File: src/include/ldd_cfg_pkg.sv
package ldd_cfg_pkg;

   // register byte addresses
   localparam logic [7:0] ADDR_CH2_CTRL = 8'h18;
   localparam logic [7:0] ADDR_REF_LO   = 8'h19;
   localparam logic [7:0] ADDR_CH2_SEL  = 8'h1a;
   localparam logic [7:0] ADDR_CONV     = 8'h1b;
   localparam logic [7:0] ADDR_MODE     = 8'h1c;
   localparam logic [7:0] ADDR_MASK     = 8'h1d;

   // field positions inside their byte
   localparam int REF_HI_POS   = 0;
   localparam int SAT_THR_POS  = 2;
   localparam int COMP_POS     = 4;
   localparam int RANGE_POS    = 4;
   localparam int MEAS_POS     = 6;
   localparam int CONV_POS     = 0;
   localparam int COMBINE_POS  = 6;
   localparam int MODE_POS     = 0;

   // field widths
   localparam int REF_W  = 10;
   localparam int CONV_W = 6;
   localparam int COMP_W = 3;

   // reset values
   localparam logic [9:0] REF_RST     = 10'h000;
   localparam logic [9:0] REF_MAX     = 10'h3ff;
   localparam logic [1:0] SAT_THR_RST = 2'h0;
   localparam logic [2:0] COMP_RST    = 3'h3;
   localparam logic       RANGE_RST   = 1'h0;
   localparam logic       MEAS_RST    = 1'h0;
   localparam logic [5:0] CONV_RST    = 6'h02;
   localparam logic       COMBINE_RST = 1'h0;
   localparam logic [7:0] CTL_RST     = 8'h0e;

   typedef enum logic [1:0] {
      MODE_BAD_LO  = 2'b00,
      MODE_OPERATE = 2'b01,
      MODE_CONFIG  = 2'b10,
      MODE_BAD_HI  = 2'b11
   } mode_t;

   localparam mode_t MODE_RST = MODE_OPERATE;

   // saturation threshold codes: 0.5 V, 0.8 V, 1.0 V, 1.2 V
   typedef enum logic [1:0] {
      SAT_0V5 = 2'b00,
      SAT_0V8 = 2'b01,
      SAT_1V0 = 2'b10,
      SAT_1V2 = 2'b11
   } sat_thr_t;

   typedef struct packed {
      logic [9:0] ch2_reference_code;
      sat_thr_t   ch2_saturation_threshold;
      logic [2:0] ch2_loop_comp;
      logic       ch2_current_range;
      logic       ch2_measure_point_select;
      logic [5:0] converter_ctrl_current;
      logic       channel_combine;
   } cfg_t;

   // same bit order as the mask register byte
   typedef struct packed {
      logic osc_error_simulate;
      logic ch2_overcurrent_simulate;
      logic ch1_overcurrent_simulate;
      logic overtemp_simulate;
      logic ch2_saturation_mask;
      logic ch1_saturation_mask;
      logic monitor_event_mask;
      logic osc_error_mask;
   } evt_ctrl_t;

   typedef struct packed {
      logic osc_error;
      logic ch2_overcurrent;
      logic ch1_overcurrent;
      logic overtemp;
      logic ch2_saturation_event;
      logic ch1_saturation_event;
      logic ch2_monitor_event;
      logic ch1_monitor_event;
   } evt_t;

   typedef struct packed {
      logic       wr;
      logic       rd;
      logic [7:0] addr;
      logic [7:0] wdata;
   } reg_req_t;

endpackage : ldd_cfg_pkg

File: src/hdl/level_sync.sv
`timescale 1ns/1ps
module level_sync #(
   parameter int W = 8
) (
   // clock and reset
   input  wire logic         clk,
   input  wire logic         srst,
   // asynchronous levels in, filtered levels out
   input  wire logic [W-1:0] async_in,
   output logic      [W-1:0] sync_out
);

   logic [W-1:0] s1_reg, s2_reg, s3_reg, out_reg;
   logic [W-1:0] out_next;

   generate
      if (W < 1) begin : g_bad_w
         $error("level_sync: W must be at least 1");
      end
   endgenerate

   // a bit changes once stages two and three agree
   genvar i;
   generate
      for (i = 0; i < W; i++) begin : g_bit
         always_comb begin
            out_next[i] = (s2_reg[i] == s3_reg[i]) ? s3_reg[i] : out_reg[i];
         end
      end
   endgenerate

   always_ff @(posedge clk) begin
      if (srst) begin
         s1_reg  <= '0;
         s2_reg  <= '0;
         s3_reg  <= '0;
         out_reg <= '0;
      end else begin
         s1_reg  <= async_in;
         s2_reg  <= s1_reg;
         s3_reg  <= s2_reg;
         out_reg <= out_next;
      end
   end

   assign sync_out = out_reg;

endmodule : level_sync

File: src/hdl/laser_driver_general_config_regs.sv
`timescale 1ns/1ps
// Overview of operation
// - channel 2 reference is a 10-bit log code, 0x000 min to 0x3FF max.
// - channel 2 range bit: 0 high current range, 1 low current range.
// - channel 2 measure bit: 0 monitor pad force, 1 internal resistor sense.
// - monitor mask 0 lets both monitor events reach fault; 1 suppresses them.
// - 6-bit converter current, 0x00 none, 0x3F maximum, resets to 0x02.
// - combine 0 independent channels; 1 channel 2 transistor parallels channel 1.
// - mode 01 applies configuration transparently; mode 10 holds applied configuration.
// - mode codes 00 and 11 are illegal and flag a memory error.
// - oscillator mask 0 passes oscillator error to fault, 1 blocks; resets 0.
// - per-channel saturation masks, 0 forward, 1 block; both reset to 1.
// - overtemperature simulate bit at 1 acts as a real overtemperature event.
// - per-channel overcurrent simulate bits at 1 inject an overcurrent event.
// - oscillator simulate bit at 1 injects an oscillator error event.
// - channel 2 saturation threshold code selects 0.5, 0.8, 1.0 or 1.2 V.
module laser_driver_general_config_regs (
   // clock and reset
   input  wire logic                  clk,
   input  wire logic                  srst,
   // register port from the serial engine
   input  wire ldd_cfg_pkg::reg_req_t reg_req,
   output logic [7:0]                 reg_rdata,
   // raw events from the analog side
   input  wire ldd_cfg_pkg::evt_t     raw_events,
   // applied configuration to the analog side
   output ldd_cfg_pkg::cfg_t          applied_cfg,
   output ldd_cfg_pkg::mode_t         operation_config_mode,
   output ldd_cfg_pkg::evt_t          active_events,
   // status
   output logic                       memory_error,
   output logic                       fault_output_n
);
   import ldd_cfg_pkg::*;

   cfg_t      cfg_reg, cfg_next;
   cfg_t      applied_reg, applied_next;
   mode_t     mode_reg, mode_next;
   evt_ctrl_t ctl_reg, ctl_next;
   logic [7:0] rdata_reg, rdata_next;
   evt_t      ev_sync;
   evt_t      evt_reg, evt_next;
   logic      mem_err_reg, mem_err_next;
   logic      fault_n_reg, fault_n_next;
   logic      fault_any;

   function automatic logic mode_illegal(input mode_t m);
      return (m == MODE_BAD_LO) || (m == MODE_BAD_HI);
   endfunction : mode_illegal

   level_sync #(
      .W ($bits(evt_t))
   ) u_evt_sync (
      .clk      (clk),
      .srst     (srst),
      .async_in (raw_events),
      .sync_out (ev_sync)
   );

   // register writes and reads
   always_comb begin
      cfg_next   = cfg_reg;
      mode_next  = mode_reg;
      ctl_next   = ctl_reg;
      rdata_next = rdata_reg;
      if (reg_req.wr) begin
         case (reg_req.addr)
            ADDR_CH2_CTRL: begin
               cfg_next.ch2_reference_code[9:8] = reg_req.wdata[REF_HI_POS +: 2];
               cfg_next.ch2_saturation_threshold =
                  sat_thr_t'(reg_req.wdata[SAT_THR_POS +: 2]);
               cfg_next.ch2_loop_comp = reg_req.wdata[COMP_POS +: COMP_W];
            end
            ADDR_REF_LO: begin
               cfg_next.ch2_reference_code[7:0] = reg_req.wdata;
            end
            ADDR_CH2_SEL: begin
               cfg_next.ch2_current_range = reg_req.wdata[RANGE_POS];
               cfg_next.ch2_measure_point_select = reg_req.wdata[MEAS_POS];
            end
            ADDR_CONV: begin
               cfg_next.converter_ctrl_current = reg_req.wdata[CONV_POS +: CONV_W];
               cfg_next.channel_combine = reg_req.wdata[COMBINE_POS];
            end
            ADDR_MODE: begin
               mode_next = mode_t'(reg_req.wdata[MODE_POS +: 2]);
            end
            ADDR_MASK: begin
               ctl_next = evt_ctrl_t'(reg_req.wdata);
            end
            default: begin
               cfg_next = cfg_reg;
            end
         endcase
      end
      if (reg_req.rd) begin
         case (reg_req.addr)
            ADDR_CH2_CTRL: begin
               rdata_next = {1'b0, cfg_reg.ch2_loop_comp, cfg_reg.ch2_saturation_threshold,
                             cfg_reg.ch2_reference_code[9:8]};
            end
            ADDR_REF_LO: begin
               rdata_next = cfg_reg.ch2_reference_code[7:0];
            end
            ADDR_CH2_SEL: begin
               rdata_next = {1'b0, cfg_reg.ch2_measure_point_select, 1'b0,
                             cfg_reg.ch2_current_range, 4'h0};
            end
            ADDR_CONV: begin
               rdata_next = {1'b0, cfg_reg.channel_combine, cfg_reg.converter_ctrl_current};
            end
            ADDR_MODE: begin
               rdata_next = {6'h00, mode_reg};
            end
            ADDR_MASK: begin
               rdata_next = ctl_reg;
            end
            default: begin
               rdata_next = 8'h00;
            end
         endcase
      end
   end

   // applied configuration and events
   always_comb begin
      applied_next = (mode_reg == MODE_OPERATE) ? cfg_reg : applied_reg;
      mem_err_next = mode_illegal(mode_reg);
      evt_next = ev_sync;
      evt_next.overtemp = ev_sync.overtemp | ctl_reg.overtemp_simulate;
      evt_next.ch1_overcurrent = ev_sync.ch1_overcurrent | ctl_reg.ch1_overcurrent_simulate;
      evt_next.ch2_overcurrent = ev_sync.ch2_overcurrent | ctl_reg.ch2_overcurrent_simulate;
      evt_next.osc_error = ev_sync.osc_error | ctl_reg.osc_error_simulate;
      fault_any = evt_next.overtemp | evt_next.ch1_overcurrent | evt_next.ch2_overcurrent
                | mem_err_reg
                | (evt_next.osc_error & ~ctl_reg.osc_error_mask)
                | ((ev_sync.ch1_monitor_event | ev_sync.ch2_monitor_event)
                   & ~ctl_reg.monitor_event_mask)
                | (ev_sync.ch1_saturation_event & ~ctl_reg.ch1_saturation_mask)
                | (ev_sync.ch2_saturation_event & ~ctl_reg.ch2_saturation_mask);
      fault_n_next = ~fault_any;
   end

   always_ff @(posedge clk) begin
      if (srst) begin
         cfg_reg     <= '{REF_RST, sat_thr_t'(SAT_THR_RST), COMP_RST, RANGE_RST, MEAS_RST,
                          CONV_RST, COMBINE_RST};
         applied_reg <= '{REF_RST, sat_thr_t'(SAT_THR_RST), COMP_RST, RANGE_RST, MEAS_RST,
                          CONV_RST, COMBINE_RST};
         mode_reg    <= MODE_RST;
         ctl_reg     <= evt_ctrl_t'(CTL_RST);
         rdata_reg   <= 8'h00;
         evt_reg     <= '0;
         mem_err_reg <= 1'b0;
         fault_n_reg <= 1'b1;
      end else begin
         cfg_reg     <= cfg_next;
         applied_reg <= applied_next;
         mode_reg    <= mode_next;
         ctl_reg     <= ctl_next;
         rdata_reg   <= rdata_next;
         evt_reg     <= evt_next;
         mem_err_reg <= mem_err_next;
         fault_n_reg <= fault_n_next;
      end
   end

   assign reg_rdata             = rdata_reg;
   assign applied_cfg           = applied_reg;
   assign operation_config_mode = mode_reg;
   assign active_events         = evt_reg;
   assign memory_error          = mem_err_reg;
   assign fault_output_n        = fault_n_reg;

   mode_err_a: assert property (
      @(posedge clk) disable iff (srst)
      mode_illegal(mode_reg) |=> memory_error ##1 !fault_output_n)
      else $error("illegal mode not flagged");

   apply_hold_a: assert property (
      @(posedge clk) disable iff (srst)
      (mode_reg == MODE_CONFIG) |=> applied_cfg == $past(applied_cfg))
      else $error("applied configuration changed in configuration mode");

   apply_track_a: assert property (
      @(posedge clk) disable iff (srst)
      (mode_reg == MODE_OPERATE) |=> applied_cfg == $past(cfg_reg))
      else $error("applied configuration not tracking in operation mode");

   reset_vals_a: assert property (
      @(posedge clk)
      srst |=> (applied_cfg.converter_ctrl_current == CONV_RST)
               && ctl_reg.ch1_saturation_mask && ctl_reg.ch2_saturation_mask
               && !ctl_reg.osc_error_mask && (operation_config_mode == MODE_OPERATE))
      else $error("wrong reset values");

   sat_fault_a: assert property (
      @(posedge clk) disable iff (srst)
      (ev_sync.ch2_saturation_event && !ctl_reg.ch2_saturation_mask) |=> !fault_output_n)
      else $error("unmasked saturation did not assert fault");

   mon_fault_a: assert property (
      @(posedge clk) disable iff (srst)
      (ev_sync.ch1_monitor_event && !ctl_reg.monitor_event_mask) |=> !fault_output_n)
      else $error("unmasked monitor event did not assert fault");

   ovt_sim_a: assert property (
      @(posedge clk) disable iff (srst)
      ctl_reg.overtemp_simulate |=> active_events.overtemp && !fault_output_n)
      else $error("simulated overtemperature missing");

   osc_sim_a: assert property (
      @(posedge clk) disable iff (srst)
      (ctl_reg.osc_error_simulate && !ctl_reg.osc_error_mask) |=>
         active_events.osc_error && !fault_output_n)
      else $error("simulated oscillator error missing");

   ovc_sim_a: assert property (
      @(posedge clk) disable iff (srst)
      ctl_reg.ch2_overcurrent_simulate |=> active_events.ch2_overcurrent)
      else $error("simulated overcurrent missing");

   quiet_fault_a: assert property (
      @(posedge clk) disable iff (srst)
      (ev_sync == '0 && ctl_reg == evt_ctrl_t'(CTL_RST) && !memory_error) |=> fault_output_n)
      else $error("fault asserted with no event");

   mask_read_a: assert property (
      @(posedge clk) disable iff (srst)
      (reg_req.wr && reg_req.addr == ADDR_MASK) ##1 (reg_req.rd && reg_req.addr == ADDR_MASK
         && !reg_req.wr) |=> reg_rdata == $past(reg_req.wdata, 2))
      else $error("mask register read back mismatch");

   conv_read_a: assert property (
      @(posedge clk) disable iff (srst)
      (reg_req.rd && reg_req.addr == ADDR_CONV) |=>
         reg_rdata[5:0] == $past(cfg_reg.converter_ctrl_current) && reg_rdata[7] == 1'b0)
      else $error("converter current read back mismatch");

   unmapped_a: assert property (
      @(posedge clk) disable iff (srst)
      (reg_req.rd && reg_req.addr > ADDR_MASK) |=> reg_rdata == 8'h00)
      else $error("unmapped read not zero");

   unmapped_wr_a: assert property (
      @(posedge clk) disable iff (srst)
      (reg_req.wr && (reg_req.addr < ADDR_CH2_CTRL || reg_req.addr > ADDR_MASK)) |=>
         $stable(cfg_reg) && $stable(ctl_reg) && $stable(mode_reg))
      else $error("write to unmapped address changed a register");

   ref_write_a: assert property (
      @(posedge clk) disable iff (srst)
      (reg_req.wr && reg_req.addr == ADDR_REF_LO) |=>
         cfg_reg.ch2_reference_code[7:0] == $past(reg_req.wdata))
      else $error("reference code low byte not stored");

   thr_write_a: assert property (
      @(posedge clk) disable iff (srst)
      (reg_req.wr && reg_req.addr == ADDR_CH2_CTRL) |=>
         cfg_reg.ch2_saturation_threshold == $past(reg_req.wdata[SAT_THR_POS +: 2])
         && cfg_reg.ch2_reference_code[9:8] == $past(reg_req.wdata[REF_HI_POS +: 2]))
      else $error("threshold or reference high bits not stored");

   sel_read_a: assert property (
      @(posedge clk) disable iff (srst)
      (reg_req.rd && reg_req.addr == ADDR_CH2_SEL) |=>
         reg_rdata[RANGE_POS] == $past(cfg_reg.ch2_current_range)
         && reg_rdata[MEAS_POS] == $past(cfg_reg.ch2_measure_point_select)
         && reg_rdata[7] == 1'b0 && reg_rdata[5] == 1'b0 && reg_rdata[3:0] == 4'h0)
      else $error("range or measure bit read back mismatch");

   conv_write_a: assert property (
      @(posedge clk) disable iff (srst)
      (reg_req.wr && reg_req.addr == ADDR_CONV) |=>
         cfg_reg.channel_combine == $past(reg_req.wdata[COMBINE_POS])
         && cfg_reg.converter_ctrl_current == $past(reg_req.wdata[CONV_POS +: CONV_W]))
      else $error("converter current or combine bit not stored");

   mode_legal_a: assert property (
      @(posedge clk) disable iff (srst)
      !mode_illegal(mode_reg) |=> !memory_error)
      else $error("memory error without illegal mode");

   ovc1_sim_a: assert property (
      @(posedge clk) disable iff (srst)
      ctl_reg.ch1_overcurrent_simulate |=> active_events.ch1_overcurrent && !fault_output_n)
      else $error("simulated channel 1 overcurrent missing");

   masked_quiet_a: assert property (
      @(posedge clk) disable iff (srst)
      (ctl_reg.osc_error_mask && ctl_reg.monitor_event_mask && ctl_reg.ch1_saturation_mask
         && ctl_reg.ch2_saturation_mask && !ctl_reg.overtemp_simulate
         && !ctl_reg.ch1_overcurrent_simulate && !ctl_reg.ch2_overcurrent_simulate
         && !ev_sync.overtemp && !ev_sync.ch1_overcurrent && !ev_sync.ch2_overcurrent
         && !memory_error) |=> fault_output_n)
      else $error("masked event reached the fault output");

endmodule : laser_driver_general_config_regs

File: config.mk
export PLATFORM = sky130hd
export DESIGN_NAME = laser_driver_general_config_regs
export DESIGN_NICKNAME = d
export VERILOG_FILES = /design/src/include/ldd_cfg_pkg.sv /design/src/hdl/level_sync.sv /design/src/hdl/laser_driver_general_config_regs.sv
export SDC_FILE = /design/constraint.sdc
export NUM_CORES = 1
export LEC_CHECK = 0
export BUFFER_PORTS_ARGS = -buffer_cell sky130_fd_sc_hd__buf_2
export CAP_MARGIN = 5
export CORE_ASPECT_RATIO = 1.25
export CORE_MARGIN = 10
export CORE_UTILIZATION = 46
export CTS_CLUSTER_SIZE = 14
export DETAILED_ROUTE_END_ITERATION = 7
export GPL_ROUTABILITY_DRIVEN = 0
export PLACE_DENSITY = 0.75
export SYNTH_ARGS = -nofsm -noshare
export SYNTH_HDL_FRONTEND = slang
export SYNTH_HIERARCHICAL = 1
export SYNTH_SLANG_ARGS = --single-unit
File: constraint.sdc
create_clock -name clk -period 1.8 [get_ports clk]
set_input_delay 0 -clock clk [delete_from_list [all_inputs] [get_ports clk]]
set_output_delay 0 -clock clk [all_outputs]
set_load 0.1 [all_outputs]
==> metrics.yaml <==
status: "complete, no violations"
power_leakage_nw: 2.13
num_rows: 37
start_kind: "flip-flop"
cp_slowest_stage_delay_ps: 480
yosysTopAreaCell: "dfxtp_1"
synth_seq_cells: 108
power_density_nw_per_um2: 829
die_area_um2: 12800
cts.sink_count: 108
peakVddDrop_mv: 0.433
path_max_fanout: 4
final_common_cell: "dfxtp_1"
pwr-share-clk: 0.341
netlist_area_um2: 3960
syn_area_per_cell_um2: 10.3
io_buffer_count: 71
htree_levels: 3
yosys.area.top_type_share: 0.546
die_height_um: 124
seq_area_frac_synth: 0.546
via_per_inst: 5.19
dpl_worst_slack_ps: 59.2
syn2layout_area_growth_pct: 21.9
postSynthCellCount: 385
grt_pass1_vias: 3007
ys_warn_count: 6
p_comb_frac: 0.055
initial_utilization: 0.476
crit_type: "flip-flop to flip-flop"
drc: 0
crit_start: "operation_config_mode[1]"
grt_usage: 0.145
finalHoldViolCount: 0
antenna_cells: 0
p_int_mw: 3.04
antenna_found_initial: 0
drive_gt1_frac: 0.230
final_cell_mix: "106 x dfxtp_1, 71 x buf_2, 66 x nor2_1"
reg2reg_from: "operation_config_mode[1]"
drt_iter0_markers: 113
power_mw: 4.01
slew_violations: 0
grt_pass1_wl_um: 14500
insertion_delay_ps: 360
p_seq_frac: 0.604
worst_slack_ps: 432
setup_viol: 0
worst_pin_slew_ps: 548
wl_per_cell_um: 15.6
cp.arrival_ps: 1610
cts_setup_buffers: 0
rsz0062_at_grt: "no"
ios: 72
place.detailed.hpwl_um: 6600
num-fill-cells: 705
cts_root_buf: "clkbuf_8"
fin_crit_sh: 0.760
post_cts_resize_count: 0
finalCriticalPeriod_ps: 1370
hp-class: "primary input to flip-flop"
antenna_left: 0
endpoint_kind: "flip-flop"
worstPathCellList: "mux4_2 > a22o_1 > a22oi_1 > nor2_1"
firstDrtPassIters: 4
swShare: 0.242
holdBufCountCts: 17
clock-skew-final_ps: 7.45
p_sw_mw: 0.967
ys_types: 38
cts_buffers: 9
critPathRequiredTime_ps: 2040
crit_slowest_cell: "mux4_2"
relSlewSlack: 0.635
synth.net_count: 414
cts_tree: "done"
fin_nets: 502
final.setup.tns_ps: 0
grt_overflow: 0
clkSlewWorstSetupHoldPaths_ps: 100
synthTopCellsByArea: "dfxtp_1 55%, mux2i_1 14%, nor2_1 6.3%, nor2b_1 5.2%, a21oi_1 2.0%"
fmaxAchievable_mhz: 731
maxCapViolations: 0
core_um2: 8330
grt_start_max_net_pins: 60
num_vias: 2983
clockBufferDepth: 2
die_x_um: 103
wirelength_um: 8960
hold_start: "reg_req[11]"
## layout make-up
class / count / area, um^2 / share of cell area
clock buffer: 10 / 128 / 0.0264
tap: 97 / 121 / 0.0251
inverter: 6 / 22.5 / 0.00466
multi-input combinational: 250 / 1670 / 0.346
clock inverter: 6 / 57.6 / 0.0119
sequential: 108 / 2170 / 0.449
timing repair buffer: 98 / 663 / 0.137
## critical path: cells and delay by family (launching register included)
family             cells  cell delay [ps]
DFF                    1              360
and+or+nand+nor        1               60
muxes                  1              480
AOI/OAI and AO/OA      2              360
## layer usage
metal | GRT usage | share of wire | vias to the layer above
li1 | - | - | 1485
met3 | 0.0465 | 0.076 | 6
met1 | 0.162 | 0.41 | 1406
met4 | 0.0618 | 0.0097 | 0
met5 | 0 | 0 | -
met2 | 0.247 | 0.50 | 86
## metrics by stage
step	hold slack, ps	instance area (um^2)	util	std cells
final	94.5	4830	0.580	575
after CTS	66.5	4830	0.580	575
after global placement	208	4480	0.537	542
after floorplan	71.6	3970	-	385
after detailed placement	214	4480	0.537	542
after global routing	112	4830	0.580	575
## power groups by stage
stage | logic [mW] | clock network, mW | registers (mW)
2_1_floorplan | 0.112 | 0 | 2.48
3_3_place_gp | 0.187 | 0 | 2.47
3_5_place_dp | 0.190 | 0 | 2.47
4_1_cts | 0.219 | 1.42 | 2.42
5_1_grt | 0.239 | 1.50 | 2.42
6_report | 0.219 | 1.37 | 2.42
## synthesized netlist by cell type, drive strengths merged
cell,count
dfxtp,108
nor2,67
mux2i,57
nor2b,33
a21oi,16
nand2,14
o21ai,14
clkbuf,13
buf,8
nor3,8
a22o,7
inv,6
a211o,5
nor4,4
nand3,3
o22ai,3
a22oi,2
and3,2
nand2b,2
or2,2
a211oi,1
a32oi,1
a41o,1
and2b,1
and3b,1
ha,1
mux2,1
mux4,1
nand3b,1
o2bb2ai,1
or4b,1
## path summary, 6_finish.rpt
check                    endpoint  slack (ps)  cells after the start
max                  reg_rdata[1]         430                      4
min reg2reg  u_evt_sync/s2_reg[7]         450                      1
min                  reg_rdata[0]          90                      5
max reg2reg          reg_rdata[1]         430                      4
## kinds of logic after synthesis
family,count (synthesis),share of synthesized area
muxes,59,0.153
adders and majority gates,1,0.00316
buffers and inverters,27,0.0325
DFF,108,0.546
AOI/OAI and AO/OA,51,0.0830
and+or+nand+nor,139,0.183
Power figures use the tool's default switching activity.
